**config.mk**
```make
export PLATFORM = sky130hd
export DESIGN_NAME = sspspi_port
export DESIGN_NICKNAME = d
export VERILOG_FILES = /design/src/rtl/sspspi_pkg.sv /design/src/rtl/sspspi_sync.sv /design/src/rtl/sspspi_port.sv
export SDC_FILE = /design/constraint.sdc
export NUM_CORES = 1
export LEC_CHECK = 0
export BUFFER_PORTS_ARGS = -buffer_cell sky130_fd_sc_hd__buf_4
export CORE_MARGIN = 3
export CORE_UTILIZATION = 43
export DETAILED_ROUTE_END_ITERATION = 8
export GPL_ROUTABILITY_DRIVEN = 0
export PLACE_DENSITY = 0.62
export SYNTH_ARGS = -nofsm -noshare
export SYNTH_HDL_FRONTEND = slang
export SYNTH_SLANG_ARGS = --single-unit
```
**constraint.sdc**
```tcl
create_clock -name pclk -period 3.2 [get_ports pclk]
set_clock_uncertainty 0.1 [all_clocks]
set_input_delay 0.16 -clock pclk [delete_from_list [all_inputs] [get_ports pclk]]
set_output_delay 0.16 -clock pclk [all_outputs]
set_load 0.01 [all_outputs]
```
**src/rtl/sspspi_pkg.sv**
```systemverilog
// package for the synchronous serial port in spi mode: offsets, fields, reset values
// assumes an apb slave with 32-bit data and one register per aligned word
// Notes on behaviour
// - master, sample phase set: sample at end
// - master, sample phase clear: sample at middle
// - slave overrun sets overflow flag; software clears
// - data/address flag meaningful only in two-wire mode
package sspspi_pkg;
  // byte addresses of the registers
  localparam logic [7:0] SSPSPI_CTRL_OFS = 8'h14;  // serial_port_control
  localparam logic [7:0] SSPSPI_STAT_OFS = 8'h94;  // serial_port_status
  localparam logic [7:0] SSPSPI_BUF_OFS  = 8'h98;  // serial_buffer
  localparam logic [7:0] SSPSPI_IRQS_OFS = 8'h9c;  // interrupt status, read clears
  localparam logic [7:0] SSPSPI_IRQM_OFS = 8'ha0;  // interrupt mask
  // reset values
  localparam logic [7:0] SSPSPI_CTRL_RST = 8'h00;
  localparam logic [7:0] SSPSPI_STAT_RST = 8'h00;
  // control fields
  localparam int SSPSPI_C_COLL = 7;  // write_collision_flag
  localparam int SSPSPI_C_OVF  = 6;  // receive_overflow_flag
  localparam int SSPSPI_C_EN   = 5;  // port_enable_bit
  localparam int SSPSPI_C_POL  = 4;  // clock_idle_polarity
  // status fields
  localparam int SSPSPI_S_PHASE = 7;  // input_sample_phase
  localparam int SSPSPI_S_CKE   = 6;  // clock edge select
  localparam int SSPSPI_S_DA    = 5;  // data/address, always 0 outside two-wire mode
  localparam int SSPSPI_S_FULL  = 0;  // buffer_full_flag
  // interrupt status bits
  localparam int SSPSPI_I_DONE = 0;  // byte complete
  localparam int SSPSPI_I_OVF  = 1;  // receive overflow
  localparam int SSPSPI_I_COLL = 2;  // write collision
  localparam logic [2:0] SSPSPI_IRQ_RST = 3'h0;
  // master clock dividers in pclk cycles per half bit (fosc/4 = 2 pclk cycles per half bit)
  localparam logic [7:0] SSPSPI_HALF_DIV4  = 8'h02;
  localparam logic [7:0] SSPSPI_HALF_DIV16 = 8'h08;
  localparam logic [7:0] SSPSPI_HALF_DIV64 = 8'h20;
  localparam logic [3:0] SSPSPI_BITS = 4'h8;
  // port_mode_select encodings
  localparam logic [3:0] SSPSPI_M_DIV4  = 4'h0;
  localparam logic [3:0] SSPSPI_M_DIV16 = 4'h1;
  localparam logic [3:0] SSPSPI_M_DIV64 = 4'h2;
  localparam logic [3:0] SSPSPI_M_TMR   = 4'h3;
  localparam logic [3:0] SSPSPI_M_SLVSS = 4'h4;
  localparam logic [3:0] SSPSPI_M_SLV   = 4'h5;
endpackage

```
**src/rtl/sspspi_sync.sv**
```systemverilog
// two flip-flop synchroniser for pins entering the pclk domain
// assumes inputs are asynchronous to pclk
`timescale 1ns/1ps
module sspspi_sync #(
  parameter int W = 1  // number of bits
) (
  // clock and reset
  input  wire logic         pclk,
  input  wire logic         presetn,
  // pins and synchronised copies
  input  wire logic [W-1:0] d,
  output logic      [W-1:0] q
);
  logic [W-1:0] meta_r;  // first stage, read only by the second
  // two stages in series
  always_ff @(posedge pclk or negedge presetn) begin
    if (!presetn) begin
      meta_r <= '0;
      q      <= '0;
    end else begin
      meta_r <= d;
      q      <= meta_r;
    end
  end
endmodule

```
**src/rtl/sspspi_port.sv**
```systemverilog
// synchronous serial port, spi mode: apb registers, shifter, interrupt
// assumes pins come from another domain; slave sck far slower than pclk
//
// Register access over APB is this design's own decision.
`timescale 1ns/1ps
module sspspi_port (
  // apb
  input  wire logic        pclk,
  input  wire logic        presetn,
  input  wire logic        psel,
  input  wire logic        penable,
  input  wire logic        pwrite,
  input  wire logic [7:0]  paddr,
  input  wire logic [31:0] pwdata,
  output logic      [31:0] prdata,
  output logic             pready,
  output logic             pslverr,
  // serial pins
  input  wire logic        sck_in,
  output logic             sck_out,
  output logic             sck_oe,
  input  wire logic        sdi,
  output logic             sdo,
  output logic             sdo_oe,
  input  wire logic        ss_n,
  input  wire logic        tmr_match,  // timer match pulse from same domain
  // interrupt
  output logic             irq
);
  typedef struct packed {
    logic [7:0]  ctrl;    // serial_port_control
    logic [7:0]  stat;    // serial_port_status (phase, edge writable; full flag by hw)
    logic [7:0]  buf_q;   // serial_buffer
    logic [7:0]  sh;      // serial_shift_register
    logic [3:0]  cnt;     // bits left
    logic        busy;    // byte in flight
    logic        phase;   // master: 0 first half of bit, 1 second half
    logic [7:0]  div;     // half-bit timer
    logic        sck_q;   // master clock level
    logic        sdo_q;
    logic        samp;    // sampled data bit awaiting shift
    logic        sck_d;   // previous synchronised slave clock
    logic [2:0]  ists;    // interrupt status
    logic [2:0]  imsk;    // interrupt mask
    logic [31:0] rd;
    logic        rdy;
    logic        err;
    logic        irq;
    logic        sck_en;  // clock pin driven, master modes only
    logic        sdo_en;  // data pin driven while the port is enabled
  } sspspi_st_t;
  sspspi_st_t s_r, s_nxt;
  logic [2:0] pin_s;  // synchronised sck, sdi, ss_n
  sspspi_sync #(.W(3)) u_sync (
    .pclk    (pclk),
    .presetn (presetn),
    .d       ({sck_in, sdi, ss_n}),
    .q       (pin_s)
  );
  // half-bit period of the selected master clock
  function automatic logic [7:0] half_of(input logic [3:0] m);
    case (m)
      sspspi_pkg::SSPSPI_M_DIV16: half_of = sspspi_pkg::SSPSPI_HALF_DIV16;
      sspspi_pkg::SSPSPI_M_DIV64: half_of = sspspi_pkg::SSPSPI_HALF_DIV64;
      default:                    half_of = sspspi_pkg::SSPSPI_HALF_DIV4;
    endcase
  endfunction
  // register and shifter next state
  always_comb begin
    logic       en, master, slave, acc, wr, rd, pol, cke, late;
    logic       sck_e, lead, trail, launch_e, capture_e, done, tick;
    logic [3:0] mode;
    // defaults first, so no branch below can leave a latch behind
    tick = 1'b0;
    sck_e = 1'b0;
    lead = 1'b0;
    trail = 1'b0;
    launch_e = 1'b0;
    capture_e = 1'b0;
    s_nxt = s_r;
    mode = s_r.ctrl[3:0];
    en = s_r.ctrl[sspspi_pkg::SSPSPI_C_EN];
    master = en && (mode <= sspspi_pkg::SSPSPI_M_TMR);
    slave = en && (mode == sspspi_pkg::SSPSPI_M_SLVSS || mode == sspspi_pkg::SSPSPI_M_SLV);
    pol = s_r.ctrl[sspspi_pkg::SSPSPI_C_POL];
    cke = s_r.stat[sspspi_pkg::SSPSPI_S_CKE];
    late = s_r.stat[sspspi_pkg::SSPSPI_S_PHASE];
    acc = psel && penable;
    wr = acc && pwrite && !s_r.rdy;
    rd = acc && !pwrite && !s_r.rdy;
    done = 1'b0;
    // apb answers one cycle after the access phase starts
    s_nxt.rdy = acc && !s_r.rdy;
    s_nxt.err = 1'b0;
    s_nxt.rd = '0;
    if (rd) begin
      case (paddr)
        sspspi_pkg::SSPSPI_CTRL_OFS: s_nxt.rd = {24'h00_0000, s_r.ctrl};
        sspspi_pkg::SSPSPI_STAT_OFS: s_nxt.rd = {24'h00_0000, s_r.stat};
        sspspi_pkg::SSPSPI_BUF_OFS:  s_nxt.rd = {24'h00_0000, s_r.buf_q};
        sspspi_pkg::SSPSPI_IRQS_OFS: s_nxt.rd = {29'h0000_0000, s_r.ists};
        sspspi_pkg::SSPSPI_IRQM_OFS: s_nxt.rd = {29'h0000_0000, s_r.imsk};
        default:                     s_nxt.err = 1'b1;
      endcase
      // reading the buffer empties it
      if (paddr == sspspi_pkg::SSPSPI_BUF_OFS) s_nxt.stat[sspspi_pkg::SSPSPI_S_FULL] = 1'b0;
      if (paddr == sspspi_pkg::SSPSPI_IRQS_OFS) s_nxt.ists = '0;
    end
    if (wr) begin
      case (paddr)
        sspspi_pkg::SSPSPI_CTRL_OFS: s_nxt.ctrl = pwdata[7:0];  // flags cleared by writing 0
        sspspi_pkg::SSPSPI_STAT_OFS: begin
          s_nxt.stat[sspspi_pkg::SSPSPI_S_PHASE] = pwdata[sspspi_pkg::SSPSPI_S_PHASE];
          s_nxt.stat[sspspi_pkg::SSPSPI_S_CKE] = pwdata[sspspi_pkg::SSPSPI_S_CKE];
        end
        sspspi_pkg::SSPSPI_BUF_OFS: begin
          if (s_r.busy) begin
            s_nxt.ctrl[sspspi_pkg::SSPSPI_C_COLL] = 1'b1;  // write during transfer
            s_nxt.ists[sspspi_pkg::SSPSPI_I_COLL] = 1'b1;
          end else if (en) begin
            s_nxt.sh = pwdata[7:0];
            s_nxt.busy = 1'b1;
            s_nxt.cnt = sspspi_pkg::SSPSPI_BITS;
            s_nxt.phase = 1'b0;
            s_nxt.div = half_of(mode);
            s_nxt.sdo_q = pwdata[7];  // first bit presented before the first edge
          end
        end
        sspspi_pkg::SSPSPI_IRQM_OFS: s_nxt.imsk = pwdata[2:0];
        default: s_nxt.err = 1'b1;
      endcase
    end
    // the data/address flag only means something in two-wire mode; here it stays 0
    s_nxt.stat[sspspi_pkg::SSPSPI_S_DA] = 1'b0;
    s_nxt.sck_d = pin_s[2];
    // between bytes the clock rests at the polarity level, even if it changes while enabled
    if (!s_r.busy) s_nxt.sck_q = pol;
    if (!en) begin
      s_nxt.busy = 1'b0;
      s_nxt.sck_q = pol;
    end else if (master && s_r.busy) begin
      // master: each bit is two halves; the launch edge opens it
      tick = (mode == sspspi_pkg::SSPSPI_M_TMR) ? tmr_match : (s_r.div == 8'h01);
      if (mode != sspspi_pkg::SSPSPI_M_TMR) s_nxt.div = tick ? half_of(mode) : s_r.div - 8'h01;
      if (tick) begin
        if (!s_r.phase) begin
          s_nxt.phase = 1'b1;
          s_nxt.sck_q = ~s_r.sck_q;  // first edge of the bit
          if (!late) s_nxt.samp = pin_s[1];
        end else begin
          s_nxt.phase = 1'b0;
          s_nxt.sck_q = ~s_r.sck_q;
          s_nxt.sh = {s_r.sh[6:0], late ? pin_s[1] : s_r.samp};
          s_nxt.sdo_q = s_r.sh[6];
          s_nxt.cnt = s_r.cnt - 4'h1;
          done = (s_r.cnt == 4'h1);
        end
      end
    end else if (slave && (mode == sspspi_pkg::SSPSPI_M_SLV || !pin_s[0])) begin
      // slave: edge select with polarity picks launch edge; sample opposite
      sck_e = pin_s[2] != s_r.sck_d;
      lead = sck_e && (pin_s[2] != pol);   // leaving idle level
      trail = sck_e && (pin_s[2] == pol);  // returning to idle level
      launch_e = cke ? lead : trail;
      capture_e = cke ? trail : lead;
      // only a leading edge opens a frame; the edge after the last bit must not
      if (!s_r.busy && lead) begin
        s_nxt.busy = 1'b1;
        s_nxt.cnt = sspspi_pkg::SSPSPI_BITS;
      end
      // sample phase must be clear in slave; middle sampling assumed
      if (capture_e) begin
        s_nxt.sh = {s_r.sh[6:0], pin_s[1]};
        s_nxt.cnt = (s_r.busy ? s_r.cnt : sspspi_pkg::SSPSPI_BITS) - 4'h1;
        done = ((s_r.busy ? s_r.cnt : sspspi_pkg::SSPSPI_BITS) == 4'h1);
      end
      if (launch_e && s_r.busy) s_nxt.sdo_q = s_r.sh[7];
    end
    // byte complete: buffer or overflow
    if (done) begin
      s_nxt.busy = 1'b0;
      s_nxt.sck_q = pol;
      s_nxt.ists[sspspi_pkg::SSPSPI_I_DONE] = 1'b1;
      if (s_r.stat[sspspi_pkg::SSPSPI_S_FULL] && slave) begin
        s_nxt.ctrl[sspspi_pkg::SSPSPI_C_OVF] = 1'b1;
        s_nxt.ists[sspspi_pkg::SSPSPI_I_OVF] = 1'b1;  // shift data dropped
      end else begin
        s_nxt.buf_q = s_nxt.sh;
        s_nxt.stat[sspspi_pkg::SSPSPI_S_FULL] = 1'b1;
      end
    end
    s_nxt.irq = |(s_nxt.ists & s_nxt.imsk);
    // pin enables follow the next control word, so they change with the write itself
    s_nxt.sck_en = s_nxt.ctrl[sspspi_pkg::SSPSPI_C_EN] &&
                   (s_nxt.ctrl[3:0] <= sspspi_pkg::SSPSPI_M_TMR);
    s_nxt.sdo_en = s_nxt.ctrl[sspspi_pkg::SSPSPI_C_EN];
  end
  // single state register
  always_ff @(posedge pclk or negedge presetn) begin
    if (!presetn) begin
      s_r <= '{ctrl: sspspi_pkg::SSPSPI_CTRL_RST, stat: sspspi_pkg::SSPSPI_STAT_RST,
               ists: sspspi_pkg::SSPSPI_IRQ_RST, imsk: sspspi_pkg::SSPSPI_IRQ_RST,
               default: '0};
    end else begin
      s_r <= s_nxt;
    end
  end
  // outputs straight from the state register
  assign prdata  = s_r.rd;
  assign pready  = s_r.rdy;
  assign pslverr = s_r.err;
  assign sck_out = s_r.sck_q;
  assign sck_oe  = s_r.sck_en;
  assign sdo     = s_r.sdo_q;
  assign sdo_oe  = s_r.sdo_en;
  assign irq     = s_r.irq;
endmodule

```
Yosys cells after proc, flatten, opt, wreduce, memory -nomap -nowiden
Cells that the tools add are included.
Widths: inputs -> output; s select.
- flip-flop bits (word level): 94
- bits of input ports: 49
- output and inout port bits: 39
- word-level logic and storage cells: 158
- add/sub/neg operators: 3
- order comparisons: 2
- eq/ne operators: 18
- muxes and demuxes: 74
- bitwise gates (word level): 5
- reductions and logical operators: 31
- operators with widths (kind ; count):
    $mux 22 ; 4
    $mux 12 ; 5
    $mux 1 ; 42
    $pmux 8 s5 ; 1
    $mux 9 ; 4
    $eq 8x8->1 const B ; 4
    $mux 8 ; 3
    $logic_and 1x1->1 ; 16
    $mux 3 ; 5
    $mux 13 ; 1
    $eq 4x1->1 const B ; 3
    $pmux 6 s2 ; 1
    $mux 10 ; 1
    $eq 4x2->1 const B ; 2
    $eq 4x3->1 const B ; 2
    $eq 8x1->1 const B ; 1
    $eq 8x5->1 const B ; 1
    $le 4x2->1 const B ; 2
    $sub 4x1->4 const B ; 2
    $sub 8x1->8 const B ; 1
    $mux 7 ; 1
    $mux 2 ; 3
    $reduce_and 2->1 ; 3
    $mux 5 ; 1
    other kinds (16) ; 24

Longest topological paths before layout
Gate-level depths: netlist (run 1).
- depth in word-level cells: 13
- mapped depth: 9
- mapped depth without buffers: 8

Cells and area by module
From an unflattened synthesis (run 1), not the netlist that was laid out.
- cell total of the unflattened synthesis: 357
- area, all modules: 3823.7 sq um
- by module, submodules not included (module ; times used ; cells each ; area each (sq um) ; sequential area each (sq um)):
    sspspi_port ; 1 ; 351 ; 3673.5 ; 1576.5
    sspspi_sync ; 1 ; 6 ; 150.1 ; 150.1

Least setup slack after synthesis (run 1)
No wires, ideal clock.
- path type: flip-flop to flip-flop
- from: reg s_r[48] in the netlist's numbering
- to: reg s_r[69] in the netlist's numbering
- setup time: 125 ps
- data arrival time: 2279 ps
- required time: 2975 ps
- slack: 696 ps
- cell stages (with the launch flop): 10
- path buffers: 1
- clock period less this slack: 2504 ps
- cells stage by stage: dfrtp_1 -> inv_1 -> ha_1 -> or4b_4 -> nor4b_4 -> o21a_2 -> o21ai_2 -> a21o_1 -> buf_6 -> mux2_4
- word-level cells in the longest chain between the ends: 6
- elaborated cells on any way between the ends: 9
- classes of those cells: 1 x eq/ne; 7 x mux; 1 x reduce/logical
- ends and longest elaborated chain (what ; RTL line ; text):
    from (decl) ; sspspi_port.sv:52 ; sspspi_st_t s_r, s_nxt;
    from (signal assigned) ; sspspi_port.sv:201 ; s_r <= '{ctrl: sspspi_pkg::SSPSPI_CTRL_RST, stat: sspspi_pkg::SSPSPI_STAT_RST,
    from (signal assigned) ; sspspi_port.sv:205 ; s_r <= s_nxt;
    $eq 8x1->1 (*) ; sspspi_port.sv:143 ; tick = (mode == sspspi_pkg::SSPSPI_M_TMR) ? tmr_match : (s_r.div == 8'h01);
    $mux 1 (*) ; sspspi_port.sv:143 ;
    $mux 1 ; sspspi_port.sv:145 ; if (tick) begin
    $mux 1 ; sspspi_port.sv:141 ; end else if (master && s_r.busy) begin
    $mux 1 ; sspspi_port.sv:138 ; if (!en) begin
    $reduce_and 2->1 (no source line) ; - ;
Every way passes the cells marked *; elsewhere a longest branch is shown, timed or not.
A chain may end at the register's enable or synchronous reset.

Worst setup path after layout (run 1)
Ends and elaborated chain as after synthesis.

==> run_results.csv, run 1 <==
group,metric,value,unit
critical_path,max_stage_delay,0.50,ns
floorplan,die_area,10000,um^2
clock_tree,worstSkewPairLatency,0.35,ns
clock_tree,root_buffer,"clkbuf_8",
global_routing,antenna_found_initial,0,
critical_path,cp_max_fo,9,
detailed_routing,viasPerCell,5.46,
outcome,run_status,"finished clean",
synth,synthDistinctLibCells,65,
global_routing,grt_overflow,0,
floorplan,num_rows,33,
critical_path,crit_path_start_kind,"register",
synth,synth_seq_cells,69,
clock_tree,cts.sink_count,69,
critical_path,crit_required,3.33,ns
detailed_routing,initialDrtViolationCount,110,
global_routing,grtUsageTotal,17.8,%
sta,period_minus_slack,2.85,ns
final_layout,n_antenna_cell,0,
power,power.density,389,nW/um^2
synth,syn_area_per_cell,9.91,um^2
critical_path,worstPathCellList,"inv_1, ha_1, or4b_4, nor4b_4, o21a_2, o21ai_2, a21o_1, mux2_4",
detailed_routing,drc,0,
detailed_routing,antenna_left,0,
detailed_routing,wl_per_cell,15.9,um
floorplan,die_w,100,um
final_layout,syn2layout_area_growth,15.7,%
sta,setup_slack,0.354,ns
synth,synth_top_flop_cell,"dfrtp_1",
detailed_routing,finalWirelength,8.64,mm
power,p_leak,0.00206,uW
clock_tree,cts_tree,"yes",
run,drv_cap,0,
final_layout,final_nets,487,
critical_path,critPathSlowestCell,"or4b_4",
sta,finalHoldViolations,0,
final_layout,drive_above_1_share,21.5,%
floorplan,ios,88,
clock_tree,cts_setup_buffers,0,
sta,slew_viol_final,0,
sta,max_clock_freq,351,MHz
clock_tree,path_clk_slew,0.08,ns
synth,seq_area_frac_synth,45.5,%
synth,netlist_instances,383,
detailed_routing,dr.pass1.iters,5,
placed_design,port_buffers,39,
synth,synth_common_cells,"69 x dfrtp_1, 47 x nand2_1, 33 x nor2_1",
clock_tree,cts_buffer_depth,2,
floorplan,die_y,100,um
final_layout,fillers,785,
placed_design,dp_slack,0.360,ns
sta,rsz0062_at_grt,"no",
sta,period_share,88.9,%
critical_path,crit_family,"simple AND/OR/NAND/NOR gates",
synth,async_reset_ff_share,100,%
synth,yosysWarnings,0,
sta,setup_viol,0,
synth,synth_top_cell_by_area,"dfrtp_1",
detailed_routing,routed-via-count,2960,
floorplan,coreArea,8380,um^2
critical_path,cp.buffers_inverters,1,
clock_tree,cts-buffers-inserted,9,
placed_design,hpwl,6.38,mm
worst_hold_path,hp-class,"input pin to register",
synth,netlist.area_leader.share,45.5,%
critical_path,worstSetupEndpointType,"register",
sta,worstMarginPinSlew,0.865,ns
floorplan,start_util,45.3,%
clock_tree,htreeDepth,3,
synth,netlist_top_cells_area,"dfrtp_1 45%, buf_4 6.3%, nand2_1 4.6%",
power,ir_drop,0.298,mV
clock_tree,cts-resized-gates,0,
global_routing,grt_pass1_vias,2740,
critical_path,path_class,"register to register",
sta,slew_headroom,42.3,%
critical_path,cp_data_arrival_time,2.97,ns
sta,setup_tns,0,ns
global_routing,grt_max_degree,70,
synth,synth.cell_area,3800,um^2
global_routing,grt_first_pass_wirelength,14.0,mm
synth,synth_most_common_cell,"dfrtp_1",
synth,synth-edff-count,0,
==> per-layer routing <==
metal | global-route usage, % | vias up | wire, um
met5 | 0 | - | 0
met4 | 6.84 | 0 | 88
met3 | 2.71 | 8 | 471
met2 | 26.2 | 102 | 3960
met1 | 26.6 | 1443 | 4120
li1 | - | 1407 | -
==> what timing repair did <==
item	CTS	global route
hold buffers	12	0
endpoints found under the hold margin	88	0
endpoints found under the setup margin	0	0
==> where the power goes <==
part           leakage, uW  switching, uW  internal, uW
registers         0.000899           6.44           880
logic              0.00106           60.2          44.3
clock network    0.0000996            356           362
total              0.00206            422          1290
==> worst register-to-register path: stages (launching register included) <==
cell	delay [ns]
dfrtp_1	0.40
inv_1	0.12
ha_1	0.18
or4b_4	0.50
nor4b_4	0.32
o21a_2	0.23
o21ai_2	0.10
a21o_1	0.40
mux2_4	0.37
==> per-stage QoR <==
stage / util, % / power [uW] / cells / hold slack [ns] / area, um^2
6_report: 52.4 / 1710 / 542 / 0.0395 / 4390
5_1_grt: 52.4 / 1770 / 542 / 0.0504 / 4390
4_1_cts: 52.4 / 1730 / 542 / 0.0211 / 4390
3_5_place_dp: 48.6 / 998 / 514 / 0.171 / 4070
3_3_place_gp: 48.6 / 997 / 514 / 0.169 / 4070
2_1_floorplan: - / 962 / 406 / -0.236 / 3880
==> final timing paths <==
check	start	endpoint	slack (ns)	cells after the start
min in group asynchronous	presetn	s_r[58]	0.35	2
hold / removal	psel	pready	0.04	3
setup reg to reg	s_r[48]	s_r[69]	0.35	8
hold reg to reg	u_sync.meta_r[0]	u_sync.q[0]	0.25	0
max in group asynchronous	presetn	s_r[54]	2.06	2
setup / recovery	s_r[48]	s_r[69]	0.35	8
==> final cells by class <==
| class | count | area, um^2 | area share (%) |
|---|---|---|---|
| Tap cell | 105 | 131 | 2.99 |
| Multi-Input combinational cell | 282 | 1820 | 41.4 |
| Clock inverter | 7 | 73.8 | 1.68 |
| Inverter | 10 | 37.5 | 0.855 |
| Sequential cell | 69 | 1730 | 39.3 |
| Timing Repair Buffer | 60 | 480 | 10.9 |
| Clock buffer | 9 | 124 | 2.82 |
==> cells in the final DEF (no fill, tap or decap), types with 4 or more instances in the layout <==
cell and n:
a21oi_1 17, dfrtp_1 69, inv_1 10, nand3_1 9, nand2_1 47, nor3_1 13, buf_4 48, conb_1 24
dlygate4sd3_1 12, mux2i_1 9, o21ai_0 8, ha_1 6, nor2_1 33, mux2_2 12, a31oi_1 9, nand2b_1 5
a22oi_1 7, nor4_1 4, mux2_4 8, clkbuf_8 9
==> flip-flops by register name, indices dropped and copies added, names as in the netlist, named ones only <==
register,cells
u_sync.q,3
sck_oe,1
sck_out,1
sdo,1
pslverr,1
irq,1
pready,1
prdata,8
u_sync.meta_r,3
s_r,47
==> logic make-up after synthesis <==
logic type,synth area share (%)
adders and majority gates,1.98
AOI/OAI and AO/OA,12.9
and+or+nand+nor,19.8
other,0.0988
muxes,9.39
buffers and inverters,8.93
DFF,45.5
xor gates and xnor gates,1.38
Note: power is estimated with default switching activity, not from simulation.
==> inputs of run 2 (changes only) <==
--- a/config.mk
+++ b/config.mk
@@ -7,10 +7,11 @@
 export LEC_CHECK = 0
 export BUFFER_PORTS_ARGS = -buffer_cell sky130_fd_sc_hd__buf_4
 export CORE_MARGIN = 3
-export CORE_UTILIZATION = 43
+export CORE_UTILIZATION = 54
 export DETAILED_ROUTE_END_ITERATION = 8
 export GPL_ROUTABILITY_DRIVEN = 0
-export PLACE_DENSITY = 0.62
+export PLACE_DENSITY = 0.76
+export SLEW_MARGIN = 0
 export SYNTH_ARGS = -nofsm -noshare
 export SYNTH_HDL_FRONTEND = slang
 export SYNTH_SLANG_ARGS = --single-unit
==> run_results.csv, run 2 (synthesized netlist as in run 1, its figures left out) <==
group,metric,value,unit
critical_path,crit_path_start_kind,"register",
final_layout,top_register,"s_r",
critical_path,worstSetupEndpointType,"register",
sta,finalHoldViolations,0,
worst_hold_path,hp-class,"input pin to register",
power,clock_power_share,46.9,%
critical_path,crit_required,3.32,ns
floorplan,start_util,57.8,%
detailed_routing,finalWirelength,8.91,mm
global_routing,antenna_found_initial,0,
floorplan,ios,88,
sta,period_minus_slack,2.88,ns
power,p_leak,0.00209,uW
final_layout,syn2layout_area_growth,16.7,%
floorplan,die_w,89.9,um
critical_path,path_class,"register to register",
sta,hold-worst-slack,0.0338,ns
final_layout,final_common_cell,"dfrtp_1",
sta,rsz0062_at_grt,"no",
detailed_routing,initialDrtViolationCount,277,
clock_tree,path_clk_slew,0.08,ns
clock_tree,cts-resized-gates,0,
clock_tree,worstSkewPairLatency,0.35,ns
critical_path,worstRegToRegCells,8,
detailed_routing,routed-via-count,3039,
detailed_routing,drc,0,
final_layout,n_antenna_cell,0,
floorplan,die_y,89.9,um
global_routing,grt_max_degree,70,
outcome,run_status,"finished clean",
final_layout,drive_above_1_share,21.7,%
critical_path,cp_max_fo,9,
worst_hold_path,min_path_cells,3,
clock_tree,cts.sink_count,69,
clock_tree,htreeDepth,3,
detailed_routing,wl_per_cell,16.8,um
detailed_routing,viasPerCell,5.72,
critical_path,r2r_setup_slack,0.32,ns
critical_path,cp_data_arrival_time,3.00,ns
final_layout,final_core_util,67.5,%
power,intPower,1450,uW
worst_hold_path,worstHoldStart,"pwrite",
power,p_sw_share,22.5,%
critical_path,worst_r2r_startpoint,"s_r[48]",
global_routing,grt_overflow,0,
sta,setup_tns,0,ns
clock_tree,cts_tree,"yes",
global_routing,grtUsageTotal,22.8,%
global_routing,grt_util_met2,37.9,%
run,drv_cap,0,
placed_design,hpwl,6.44,mm
global_routing,gr-usage-met3,4.84,%
detailed_routing,antenna_left,0,
critical_path,r2r_end,"s_r[70]",
power,p_seq_share,47.5,%
clock_tree,root_buffer,"clkbuf_8",
floorplan,num_rows,29,
placed_design,port_buffers,39,
sta,slew_headroom,42.1,%
power,switchingPower,420,uW
detailed_routing,dr.pass1.iters,4,
sta,slew_viol_final,0,
global_routing,grt_first_pass_wirelength,15.0,mm
clock_tree,cts_buffer_depth,2,
sta,worstMarginPinSlew,0.868,ns
sta,max_clock_freq,348,MHz
worst_hold_path,hold-path-endpoint,"prdata[5]",
clock_tree,ctsHoldBuffers,12,
power,power_frac_comb,5.6,%
global_routing,use_met1,29.3,%
sta,setup_viol,0,
clock_tree,cts-buffers-inserted,9,
floorplan,die_area,8070,um^2
floorplan,coreArea,6570,um^2
global_routing,grt-busiest-layer,"met2",
final_layout,largest_register_ffs,47,
sta,period_share,89.9,%
global_routing,grt_pass1_vias,3067,
power,ir_drop,0.319,mV
power,power.density,421,nW/um^2
clock_tree,cts_setup_buffers,0,
final_layout,layout_common_cells,"69 x dfrtp_1, 49 x buf_4, 47 x nand2_1",
final_layout,final_nets,488,
## run 2: cell count changes in the layout (fill, tap and decap cells not counted)
cell / previous run / this run
clkinvlp_4: 1 / 0
clkinv_2: 2 / 1
bufinv_16: 1 / 3
buf_4: 48 / 49
inv_6: 1 / 2
clkinv_4: 2 / 1
## run 2: cell type report
cell class                      instances  area (um^2)
Inverter                               10         37.5
Clock buffer                            9          124
Sequential cell                        69         1730
Fill cell                             509         2140
Multi-Input combinational cell        282         1820
Clock inverter                          7          121
Tap cell                               93          116
Timing Repair Buffer                   61          488
## run 2: worst max-delay path: stages (launching register included)
cell and delay, ns:
dfrtp_1 0.41, inv_1 0.12, ha_1 0.19, or4b_4 0.51
nor4b_4 0.33, o21a_2 0.23, o21ai_2 0.11, a21o_1 0.39
mux2_4 0.37
## run 2: worst max-delay path by stage
stage	startpoint	to	cells after the start
2_1_floorplan	s_r[48]	s_r[69]	9
3_5_place_dp	s_r[48]	s_r[70]	8
3_3_place_gp	s_r[48]	s_r[72]	8
5_1_grt	s_r[48]	s_r[70]	8
6_report	s_r[48]	s_r[70]	8
4_1_cts	s_r[48]	s_r[70]	8
## run 2: through the flow
step	power, uW	setup WS (ns)	cell area, um^2	instances
floorplan	962	0.696	3880	406
global placement	995	0.431	4070	503
detailed placement	997	0.342	4070	503
CTS	1880	0.315	4430	531
global route	1940	0.182	4430	531
finish	1870	0.324	4430	531
## run 2: metal layers
metal	share of wire, %	vias up
met1	43	1487
li1	-	1415
met3	5.8	16
met5	0	-
met2	49	121
met4	1.3	0
## run 2: power groups by stage
stage | clock network [uW] | registers (uW) | logic [uW]
after CTS | 888 | 887 | 105
after global routing | 933 | 888 | 116
after floorplan | 0 | 903 | 59.1
after global placement | 0 | 903 | 91.6
final | 875 | 887 | 105
after detailed placement | 0 | 904 | 93.2
==> inputs of run 3 (changes only) <==
--- a/config.mk
+++ b/config.mk
@@ -11,6 +11,7 @@
 export DETAILED_ROUTE_END_ITERATION = 8
 export GPL_ROUTABILITY_DRIVEN = 0
 export PLACE_DENSITY = 0.76
+export RECOVER_POWER = 25
 export SLEW_MARGIN = 0
 export SYNTH_ARGS = -nofsm -noshare
 export SYNTH_HDL_FRONTEND = slang
==> run_results.csv, run 3 (synthesized netlist as in run 1, its figures left out) <==
group,metric,value,unit
floorplan,die_area,8070,um^2
final_layout,layout_common_cells,"69 x dfrtp_1, 47 x nand2_1, 33 x nor2_1",
clock_tree,cts-resized-gates,0,
detailed_routing,antenna_left,0,
worst_hold_path,worstHoldStart,"pwrite",
critical_path,worst_r2r_startpoint,"s_r[48]",
global_routing,grt_max_degree,70,
critical_path,cp_data_arrival_time,3.01,ns
sta,slew_headroom,-12.3,%
detailed_routing,wl_per_cell,16.7,um
placed_design,dpl.cell_count,503,
final_layout,instances_no_fill,531,
worst_hold_path,hp-class,"input pin to register",
worst_hold_path,min_path_cells,3,
detailed_routing,initialDrtViolationCount,272,
global_routing,grt_overflow,0,
sta,setup_tns,0,ns
floorplan,start_util,57.8,%
final_layout,n_antenna_cell,0,
power,power.density,426,nW/um^2
final_layout,final_common_cell,"dfrtp_1",
run,drv_cap,1,
global_routing,grt_first_pass_wirelength,15.0,mm
clock_tree,path_clk_slew,0.08,ns
clock_tree,cts_tree,"yes",
detailed_routing,finalWirelength,8.88,mm
sta,period_share,90.1,%
critical_path,crit_path_start_kind,"register",
sta,finalHoldViolations,0,
floorplan,ios,88,
detailed_routing,drc,0,
detailed_routing,routed-via-count,3061,
floorplan,coreArea,6570,um^2
final_layout,multi_input_comb_area,1820,um^2
critical_path,r2r_setup_slack,0.32,ns
sta,setup_viol,0,
clock_tree,cts-buffers-inserted,9,
worst_hold_path,hold-path-endpoint,"prdata[5]",
sta,rsz0062_at_grt,"no",
clock_tree,cts_buffer_depth,2,
final_layout,fillers,523,
floorplan,die_y,89.9,um
sta,period_minus_slack,2.88,ns
critical_path,cp_max_fo,9,
critical_path,worstRegToRegCells,8,
global_routing,antenna_found_initial,0,
detailed_routing,dr.pass1.iters,7,
final_layout,drive_above_1_share,18.5,%
final_layout,top_register,"s_r",
clock_tree,htreeDepth,3,
final_layout,largest_register_ffs,47,
critical_path,worstSetupEndpointType,"register",
sta,slew_viol_final,70,
detailed_routing,viasPerCell,5.76,
power,p_leak,0.00203,uW
clock_tree,cts.sink_count,69,
clock_tree,worstSkewPairLatency,0.35,ns
placed_design,port_buffers,39,
final_layout,final_nets,488,
floorplan,die_w,89.9,um
final_layout,seq_area,1730,um^2
placed_design,hpwl,6.44,mm
critical_path,crit_required,3.33,ns
outcome,violations,"capacitance limit, slew limit",
floorplan,num_rows,29,
critical_path,r2r_end,"s_r[70]",
critical_path,path_class,"register to register",
final_layout,final_core_util,66.6,%
clock_tree,root_buffer,"clkbuf_8",
global_routing,grtUsageTotal,22.8,%
sta,max_clock_freq,347,MHz
power,ir_drop,0.319,mV
sta,worstMarginPinSlew,1.68,ns
final_layout,syn2layout_area_growth,15.3,%
global_routing,grt_pass1_vias,3067,
outcome,run_status,"finished, violations left",
[run 3: changes by cell type in the layout (fill, tap and decap cells not counted)]
cell	change
buf_4	-18
clkbuf_1	+14
clkbuf_2	+1
clkbuf_4	+3
[run 3: layer usage]
metal	GRT usage, %	routed length (um)	share of wire (%)
met5	0	0	0
met1	29.3	3830	43
met3	4.84	511	5.8
met2	37.9	4390	49
met4	9.18	154	1.7
[run 3: timing repair]
action,in CTS,in global routing
hold buffers,12,0
setup buffers,0,0
endpoints found under the hold margin,88,0
[run 3: where the power goes]
part / switching (uW) / internal, uW / total [uW]
Clock: 353 / 523 / 876
Sequential: 6.77 / 880 / 887
Combinational: 60.9 / 42.2 / 103
[run 3: per-stage QoR]
step / instance area (um^2) / hold slack, ns / worst slack [ns] / total power (uW)
floorplan: 3880 / -0.236 / 0.696 / 962
global placement: 4070 / 0.170 / 0.431 / 995
detailed placement: 4070 / 0.170 / 0.342 / 997
CTS: 4430 / 0.0193 / 0.315 / 1880
global route: 4380 / 0.0336 / 0.182 / 1940
finish: 4380 / 0.0357 / 0.315 / 1870
[run 3: layout make-up]
cell class                 instances  area share (%)
multi-input combinational        282            41.5
sequential                        69            39.5
timing repair buffer              61            9.89
clock buffer                       9            2.83
clock inverter                     7            2.77
tap                               93            2.66
inverter                          10           0.858
[run 3: how the worst max path moves through the flow]
stage	to	from	cells past startpoint	slack [ns]
2_1_floorplan	s_r[69]	s_r[48]	9	0.70
3_3_place_gp	s_r[72]	s_r[48]	8	0.43
3_5_place_dp	s_r[70]	s_r[48]	8	0.34
4_1_cts	s_r[70]	s_r[48]	8	0.31
5_1_grt	s_r[70]	s_r[48]	8	0.18
6_report	s_r[70]	s_r[48]	8	0.32
[run 3: critical path: stages, from the launching register on]
cell and delay [ns]:
dfrtp_1 0.41, inv_1 0.12, ha_1 0.19, or4b_4 0.51
nor4b_4 0.33, o21a_2 0.23, o21ai_2 0.11, a21o_1 0.39
mux2_4 0.37
